File: src/hw/gim_defines.svh
`ifndef GIM_DEFINES_SVH
`define GIM_DEFINES_SVH

`define GIM_OFF_LINE_EN    32'hfffff400
`define GIM_OFF_LINE_DIS   32'hfffff404
`define GIM_OFF_OUT_EN     32'hfffff410
`define GIM_OFF_OUT_DIS    32'hfffff414
`define GIM_OFF_FILT_EN    32'hfffff420
`define GIM_OFF_FILT_DIS   32'hfffff424
`define GIM_OFF_MDRV_EN    32'hfffff450
`define GIM_OFF_MDRV_DIS   32'hfffff454
`define GIM_OFF_PUP_DIS    32'hfffff460
`define GIM_OFF_PUP_EN     32'hfffff464
`define GIM_OFF_PSEL1      32'hfffff470
`define GIM_OFF_PSEL2      32'hfffff474
`define GIM_OFF_PDN_DIS    32'hfffff490
`define GIM_OFF_PDN_STATE  32'hfffff498
`define GIM_OFF_OWR_EN     32'hfffff4a0
`define GIM_OFF_OWR_DIS    32'hfffff4a4
`define GIM_OFF_OWR_STATE  32'hfffff4a8
`define GIM_OFF_AIM_EN     32'hfffff4b0
`define GIM_OFF_AIM_DIS    32'hfffff4b4
`define GIM_OFF_AIM_MASK   32'hfffff4b8
`define GIM_OFF_EDGE_SEL   32'hfffff4c0
`define GIM_OFF_LEVEL_SEL  32'hfffff4c4
`define GIM_OFF_EL_STATE   32'hfffff4c8
`define GIM_OFF_FALL_SEL   32'hfffff4d0
`define GIM_OFF_RISE_SEL   32'hfffff4d4
`define GIM_OFF_POL_STATE  32'hfffff4d8
`define GIM_OFF_LOCK_STATE 32'hfffff4e0
`define GIM_OFF_GUARD_MODE 32'hfffff4e4
`define GIM_OFF_GUARD_VIOL 32'hfffff4e8

`define GIM_GUARD_KEY      24'h50494f
`define GIM_KEY_MSB        31
`define GIM_KEY_LSB        8
`define GIM_EN_BIT         0
`define GIM_VFLAG_BIT      0
`define GIM_VSRC_MSB       23
`define GIM_VSRC_LSB       8
`define GIM_RST_WORD       32'h00000000
`define GIM_RST_SRC        16'h0000

`endif

File: src/hw/gim_pkg.sv
package gim_pkg;
  typedef logic [31:0] gim_word_type;
  typedef logic [15:0] gim_src_type;
endpackage

File: src/hw/gim_irq_mode_guard.sv
// Decided for this implementation: the address-and-strobe port.
`timescale 1ns/1ps
`include "gim_defines.svh"

// How it works
// - Output-write status shows lines that data writes drive
// - Enable bit selects edge/level/polarity interrupt source
// - Disable bit returns line to both-edge detection
// - Mask reads 1 when additional mode active
// - Edge select sets line to edge type
// - Level select sets line to level type
// - Edge/level status reads 0 edge, 1 level
// - Fall/low select picks falling or low
// - Rise/high select picks rising or high
// - Polarity status reads 0 fall/low, 1 rise/high
// - Lock status shows locked lines
// - Guard enables only with correct key
// - Guard disables only with correct key
// - Guard blocks writes to protected registers
// - Wrong key ignored; key reads zero
// - Violation flag and source, cleared on read
module gim_irq_mode_guard (
  input  wire logic                clk,
  input  wire logic                rst,
  input  wire logic [31:0]         regAddr,
  input  wire logic [31:0]         regWrData,
  input  wire logic                regWrStb,
  input  wire logic                regRdStb,
  output gim_pkg::gim_word_type    regRdData,
  input  wire logic [31:0]         lineIn,
  input  wire logic [31:0]         lineLocked,
  output gim_pkg::gim_word_type    outWriteGate,
  output gim_pkg::gim_word_type    irqSource,
  output logic                     guardEnable,
  output logic                     guardBlock
);

  gim_pkg::gim_word_type owsr_ff;
  gim_pkg::gim_word_type nxt_owsr;
  gim_pkg::gim_word_type aim_ff;
  gim_pkg::gim_word_type nxt_aim;
  gim_pkg::gim_word_type elsr_ff;
  gim_pkg::gim_word_type nxt_elsr;
  gim_pkg::gim_word_type pol_ff;
  gim_pkg::gim_word_type nxt_pol;
  logic                  guard_enable_ff;
  logic                  nxt_guard_enable;
  logic                  vflag_ff;
  logic                  nxt_vflag;
  gim_pkg::gim_src_type  vsrc_ff;
  gim_pkg::gim_src_type  nxt_vsrc;
  gim_pkg::gim_word_type rd_ff;
  gim_pkg::gim_word_type nxt_rd;
  logic                  isProt;

  gim_pkg::gim_word_type sync1_ff;
  gim_pkg::gim_word_type sync2_ff;
  gim_pkg::gim_word_type sync3_ff;
  gim_pkg::gim_word_type stable_ff;
  gim_pkg::gim_word_type prev_ff;
  gim_pkg::gim_word_type nxt_stable;
  gim_pkg::gim_word_type irq_ff;
  gim_pkg::gim_word_type nxt_irq;

  // Decode of the registers that the guard covers
  always_comb begin
    case (regAddr)
      `GIM_OFF_LINE_EN, `GIM_OFF_LINE_DIS,
      `GIM_OFF_OUT_EN, `GIM_OFF_OUT_DIS,
      `GIM_OFF_FILT_EN, `GIM_OFF_FILT_DIS,
      `GIM_OFF_MDRV_EN, `GIM_OFF_MDRV_DIS,
      `GIM_OFF_PUP_DIS, `GIM_OFF_PUP_EN,
      `GIM_OFF_PSEL1, `GIM_OFF_PSEL2,
      `GIM_OFF_OWR_EN, `GIM_OFF_OWR_DIS,
      `GIM_OFF_PDN_DIS, `GIM_OFF_PDN_STATE: isProt = 1'b1;
      default: isProt = 1'b0;
    endcase
  end

  // Neighbouring blocks use this to drop the write in the same cycle
  assign guardBlock  = regWrStb & guard_enable_ff & isProt;
  assign guardEnable = guard_enable_ff;

  // Register file next state
  always_comb begin
    nxt_owsr  = owsr_ff;
    nxt_aim   = aim_ff;
    nxt_elsr  = elsr_ff;
    nxt_pol   = pol_ff;
    nxt_guard_enable  = guard_enable_ff;
    nxt_vflag = vflag_ff;
    nxt_vsrc  = vsrc_ff;
    nxt_rd    = `GIM_RST_WORD;
    // Clear first so a violation in the same cycle still lands
    if (regRdStb && regAddr == `GIM_OFF_GUARD_VIOL) begin
      nxt_vflag = 1'b0;
      nxt_vsrc  = `GIM_RST_SRC;
    end
    if (guardBlock) begin
      nxt_vflag = 1'b1;
      nxt_vsrc  = regAddr[15:0];
    end else if (regWrStb) begin
      case (regAddr)
        `GIM_OFF_OWR_EN:    nxt_owsr = owsr_ff | regWrData;
        `GIM_OFF_OWR_DIS:   nxt_owsr = owsr_ff & ~regWrData;
        `GIM_OFF_AIM_EN:    nxt_aim  = aim_ff | regWrData;
        `GIM_OFF_AIM_DIS:   nxt_aim  = aim_ff & ~regWrData;
        `GIM_OFF_EDGE_SEL:  nxt_elsr = elsr_ff & ~regWrData;
        `GIM_OFF_LEVEL_SEL: nxt_elsr = elsr_ff | regWrData;
        `GIM_OFF_FALL_SEL:  nxt_pol  = pol_ff & ~regWrData;
        `GIM_OFF_RISE_SEL:  nxt_pol  = pol_ff | regWrData;
        `GIM_OFF_GUARD_MODE: begin
          // A wrong key leaves the enable alone
          if (regWrData[`GIM_KEY_MSB:`GIM_KEY_LSB] == `GIM_GUARD_KEY) begin
            nxt_guard_enable = regWrData[`GIM_EN_BIT];
          end
        end
        default: begin
        end
      endcase
    end
    if (regRdStb) begin
      case (regAddr)
        `GIM_OFF_OWR_STATE:  nxt_rd = owsr_ff;
        `GIM_OFF_AIM_MASK:   nxt_rd = aim_ff;
        `GIM_OFF_EL_STATE:   nxt_rd = elsr_ff;
        `GIM_OFF_POL_STATE:  nxt_rd = pol_ff;
        `GIM_OFF_LOCK_STATE: nxt_rd = lineLocked;
        `GIM_OFF_GUARD_MODE: begin
          nxt_rd = `GIM_RST_WORD;
          nxt_rd[`GIM_EN_BIT] = guard_enable_ff;
        end
        `GIM_OFF_GUARD_VIOL: begin
          nxt_rd = `GIM_RST_WORD;
          nxt_rd[`GIM_VFLAG_BIT] = vflag_ff;
          nxt_rd[`GIM_VSRC_MSB:`GIM_VSRC_LSB] = vsrc_ff;
        end
        default: nxt_rd = `GIM_RST_WORD;
      endcase
    end
  end

  always_ff @(posedge clk) begin
    if (rst) begin
      owsr_ff  <= `GIM_RST_WORD;
      aim_ff   <= `GIM_RST_WORD;
      elsr_ff  <= `GIM_RST_WORD;
      pol_ff   <= `GIM_RST_WORD;
      guard_enable_ff  <= 1'b0;
      vflag_ff <= 1'b0;
      vsrc_ff  <= `GIM_RST_SRC;
      rd_ff    <= `GIM_RST_WORD;
    end else begin
      owsr_ff  <= nxt_owsr;
      aim_ff   <= nxt_aim;
      elsr_ff  <= nxt_elsr;
      pol_ff   <= nxt_pol;
      guard_enable_ff  <= nxt_guard_enable;
      vflag_ff <= nxt_vflag;
      vsrc_ff  <= nxt_vsrc;
      rd_ff    <= nxt_rd;
    end
  end

  assign regRdData    = rd_ff;
  assign outWriteGate = owsr_ff;
  assign irqSource    = irq_ff;

  // Pin inputs: a change counts once stages two and three agree
  always_comb begin
    nxt_stable = (sync2_ff ~^ sync3_ff) & sync3_ff |
                 (sync2_ff ^ sync3_ff) & stable_ff;
  end

  // Per-line source selection
  generate
    for (genvar i = 0; i < 32; i++) begin : g_line
      always_comb begin
        if (!aim_ff[i]) begin
          nxt_irq[i] = stable_ff[i] ^ prev_ff[i];
        end else if (elsr_ff[i]) begin
          nxt_irq[i] = ~(stable_ff[i] ^ pol_ff[i]);
        end else if (pol_ff[i]) begin
          nxt_irq[i] = stable_ff[i] & ~prev_ff[i];
        end else begin
          nxt_irq[i] = ~stable_ff[i] & prev_ff[i];
        end
      end
    end
  endgenerate

  always_ff @(posedge clk) begin
    if (rst) begin
      sync1_ff  <= `GIM_RST_WORD;
      sync2_ff  <= `GIM_RST_WORD;
      sync3_ff  <= `GIM_RST_WORD;
      stable_ff <= `GIM_RST_WORD;
      prev_ff   <= `GIM_RST_WORD;
      irq_ff    <= `GIM_RST_WORD;
    end else begin
      sync1_ff  <= lineIn;
      sync2_ff  <= sync1_ff;
      sync3_ff  <= sync2_ff;
      stable_ff <= nxt_stable;
      prev_ff   <= stable_ff;
      irq_ff    <= nxt_irq;
    end
  end
endmodule

File: config.mk
export PLATFORM = sky130hd
export DESIGN_NAME = gim_irq_mode_guard
export DESIGN_NICKNAME = d
export VERILOG_FILES = /design/src/hw/gim_pkg.sv /design/src/hw/gim_irq_mode_guard.sv
export VERILOG_INCLUDE_DIRS = /design/src /design/src/hw
export SDC_FILE = /design/constraint.sdc
export NUM_CORES = 1
export LEC_CHECK = 0
export CORE_ASPECT_RATIO = 0.6
export CORE_MARGIN = 2
export CORE_UTILIZATION = 68
export DETAILED_ROUTE_END_ITERATION = 7
export DONT_BUFFER_PORTS = 1
export PLACE_DENSITY = 0.88
export SLEW_MARGIN = 20
export SYNTH_ARGS = -nofsm -noshare
export SYNTH_HDL_FRONTEND = slang
export SYNTH_SLANG_ARGS = --single-unit
File: constraint.sdc
create_clock -name clk -period 6.8 [get_ports clk]
set_input_delay 1.36 -clock clk [delete_from_list [all_inputs] [get_ports clk]]
set_output_delay 1.36 -clock clk [all_outputs]
set_load 0.01 [all_outputs]
=== Word-level counts from Yosys, hierarchy flattened ===
Cells that the tools add are included.

* Logic and storage cells: 405
* Register bits: 370
* Output and inout bits: 98
* Bits of input ports: 132

* Mux-type cells: 106
* Reduce and logical (&&, ||, !) cells: 13
* Equal/unequal tests: 30
* Bitwise operators: 242

{| class="wikitable"
|+ Operators by type and width
! kind !! count
|-
| 32-bit equality test (second input constant) || 29
|-
| 32-bit case mux with 2 select lines || 4
|-
| 32-bit case mux with 7 select lines || 1
|-
| 32-bit bitwise AND || 6
|-
| 32-bit bitwise OR || 5
|-
| 1-bit 2-to-1 mux || 99
|-
| 1-bit inverter || 98
|-
| 1-bit bitwise AND || 66
|-
| 1-bit bitwise XOR || 64
|-
| 16-bit 2-to-1 mux || 2
|-
| 32-bit inverter || 1
|-
| 32-bit bitwise XNOR || 1
|-
| 32-bit bitwise XOR || 1
|-
| 24-bit by 23-bit equality test with 1-bit output (second input constant) || 1
|-
| 16-bit OR reduction || 1
|-
| 3-bit AND reduction || 4
|-
| 2-bit nonzero test || 5
|-
| 4-bit AND reduction || 1
|-
| 2-bit OR reduction || 1
|-
| 1-bit logical AND || 1
|}

=== Depth between registers and ports, before layout ===
* Depth after elaboration: 6
* Gate-level depth with buffers: 9
* Mapped depth without buffers: 7

=== Worst setup path before layout ===
Ideal clock, no wire load.

* Kind: input port to output port
* Start: input regAddr[8]
* End: output guardBlock
* Buffers on the path: 0
* Required time: 5.440 ns
* Stages on the path: 4
* Slack: 2.967 ns
* Arrival time: 2.473 ns
* Cells stage by stage: nand4bb_1 -> nor4_1 -> o2111ai_2 -> inv_2

* Longest elaborated chain between the ends: 4
* Elaborated cells on any way between the ends: 19
* Those cells by class: 16 x eq/ne; 1 x mux; 1 x bitwise; 1 x reduce/logical

{| class="wikitable"
|+ Ends and longest elaborated chain
! item !! RTL line !! text
|-
| start, declared || gim_irq_mode_guard.sv:25 || <nowiki>input wire logic [31:0] regAddr,</nowiki>
|-
| 32-bit equality test || gim_irq_mode_guard.sv:67 || <nowiki>case (regAddr)</nowiki>
|-
| 16-bit OR reduction * || gim_irq_mode_guard.sv:67 ||
|-
| 1-bit 2-to-1 mux * || gim_irq_mode_guard.sv:67 ||
|-
| 1-bit bitwise AND * || gim_irq_mode_guard.sv:81 || <nowiki>assign guardBlock = regWrStb & guard_enable_ff & isProt;</nowiki>
|-
| end, declared || gim_irq_mode_guard.sv:35 || <nowiki>output logic guardBlock</nowiki>
|}

Every way passes the cells marked *; elsewhere a longest branch is shown, timed or not.

=== Worst setup path in the final report ===
* Start: input regAddr[11]
* End: output guardBlock

The elaborated chain is that of the path after synthesis.

==> out/metrics.csv <==
metric,value,unit
outcome,completed,
hpwl,27420,um
place_area,15510,um^2
root_buffer,clkbuf_16,
cts_num_sinks,370,
cp-end-kind,primary output,
clk_pin_slew,0.06,ns
hold_viol,0,
grt_max_degree,264,
fin_tns_setup,0,ns
grt_pass1_wl,63900,um
clock_skew,0.01657,ns
grt_usage,34.16,%
nets,1818,
leakage,6.720,nW
cpMaxStageDelayCell,nor4_1,
final_core_util,74.90,%
syn_avg_cell_area,9.267,um^2
synth-main-ff-cell,dfxtp_1,
ir_worst_vdd,0.0001377,V
async_flop_share,0,%
path_max_fanout,35,
dieHeight,120.8,um
num_io_pins,230,
first_pass_iters,6,
core_area,22180,um^2
post_route_cells_drive_above_1_share,5.835,%
cts_tree,yes,
die_area,24010,um^2
ctsResizeCount,0,
critPathLaunchType,primary input,
arrival,3.58,ns
fmax,202.6,MHz
antenna_left,0,
syn_inst,1669,
synth-edff-count,0,
min_path_type,flip-flop to flip-flop,
initial_core_util,69.75,%
grt_remaining_overflow,0,
insertion_delay,0.51,ns
synth.net_count,1897,
drtIter0Drc,1298,
diodes,0,
num_rows,42,
slew_viol_final,0,
final_common_cell,dfxtp_1,
wl,41660,um
mostFrequentLayoutCells,"dfxtp_1 (370), a21oi_1 (208), nor2b_1 (164)",
vias,12310,
cts_max_level,2,
cpPeakStageDelay,0.74,ns
worst-setup-path-type,primary input to primary output,
hold_buffers,0,
min_period_over_period,72.58,%
port_buffers,0,
ys_seq_elements,370,
synth_seq_area_share,47.89,%
nFillCells,1532,
crit_chain,nand4b_1 > nor4_1 > buf_4 > o2111ai_4 > inv_2,
final_area,16610,um^2
avgViaCountPerCell,6.416,
die_x,198.7,um
antenna_found_initial,1,
cap_violations,0,
ys.warnings.count,0,
tightest_slew,1.171,ns
drc,0,
critPathTopFamily,simple AND/OR/NAND/NOR gates,
place_congestion,0.9018,
crit_required,5.44,ns
p_per_area,250.7,nW/um^2
cts_inserted_buffers,34,
clock_path_buffers,3,
cp_num_buf_inv,2,
yosys.cell_types.count,53,
rsz0062_at_grt,false,
setup_viol,0,
netlist_area,15470,um^2
max_slew_margin,21.32,%
grt_pass1_vias,11810,
wl_per_cell,21.71,um
finalCriticalPeriod,4.936,ns
areaGrowthSynthToFinish,7.386,%
post_cts_buffers,0,
routing by layer:
layer / share of wire, % / track usage [%]
met5: 0 / 0
met4: 2.6 / 11.80
met3: 14 / 13.17
met2: 44 / 52.03
met1: 40 / 44.40
final timing paths:
path                 from      endpoint  slack (ns)  depth (start not counted)
max           regAddr[11]    guardBlock        1.86                          5
max reg2reg   guardEnable     flip-flop        4.18                          6
min reg2reg  sync1_ff[11]  sync2_ff[11]        0.43                          1
min          sync1_ff[11]  sync2_ff[11]        0.43                          1
per-stage QoR:
| step | hold slack, ns | std cells | power, mW | setup WS, ns |
|---|---|---|---|---|
| 3_3_place_gp | 0.4181 | 1862 | 2.304 | 1.962 |
| 4_1_cts | 0.4374 | 1919 | 4.171 | 1.919 |
| 6_report | 0.4320 | 1919 | 4.164 | 1.864 |
| 2_1_floorplan | 0.4138 | 1669 | 2.335 | 2.967 |
| 3_5_place_dp | 0.4245 | 1862 | 2.307 | 1.936 |
| 5_1_grt | 0.4554 | 1919 | 4.284 | 1.683 |
synth_stat cells (7+ instances only):
cell type | n | area share (%)
nor2b_1 | 164 | 6.6
a41oi_1 | 32 | 1.8
clkbuf_1 | 89 | 2.2
a222oi_1 | 15 | 0.97
a21o_1 | 86 | 4.2
ha_1 | 96 | 7.8
nor2_1 | 133 | 3.2
a22oi_1 | 49 | 2.4
a21oi_1 | 208 | 6.7
nor3_1 | 37 | 1.2
nand4_1 | 7 | 0.28
buf_2 | 32 | 1.0
inv_1 | 65 | 1.6
o21bai_1 | 32 | 1.6
dfxtp_1 | 370 | 48
a31oi_1 | 9 | 0.36
a211oi_1 | 65 | 3.2
nand2_1 | 102 | 2.5
a31oi_2 | 8 | 0.65
power by group:
part / total (mW) / internal (mW) / switching [mW]
Sequential: 2.20 / 2.19 / 0.00967
Combinational: 0.0589 / 0.0266 / 0.0323
Clock: 1.90 / 1.09 / 0.811
Total: 4.16 / 3.31 / 0.853
area by class of cell:
cell class | count | area [um^2] | share of cell area, %
clock buffers | 53 | 1044 | 6.282
clock inverters | 4 | 52.55 | 0.3164
inverters | 66 | 250.2 | 1.507
multi-input cells | 1105 | 7373 | 44.39
flip-flops and latches | 370 | 7407 | 44.60
well taps | 308 | 385.4 | 2.320
repair buffers | 13 | 97.59 | 0.5876
kinds of logic after synthesis:
group           share of synthesized area [%]
compound gates                          22.58
simple gates                            16.60
flops                                   47.89
buf+inv                                 5.112
fa+ha+maj                               7.766
xor+xnor                              0.05664
Power figures use the tool's default switching activity.
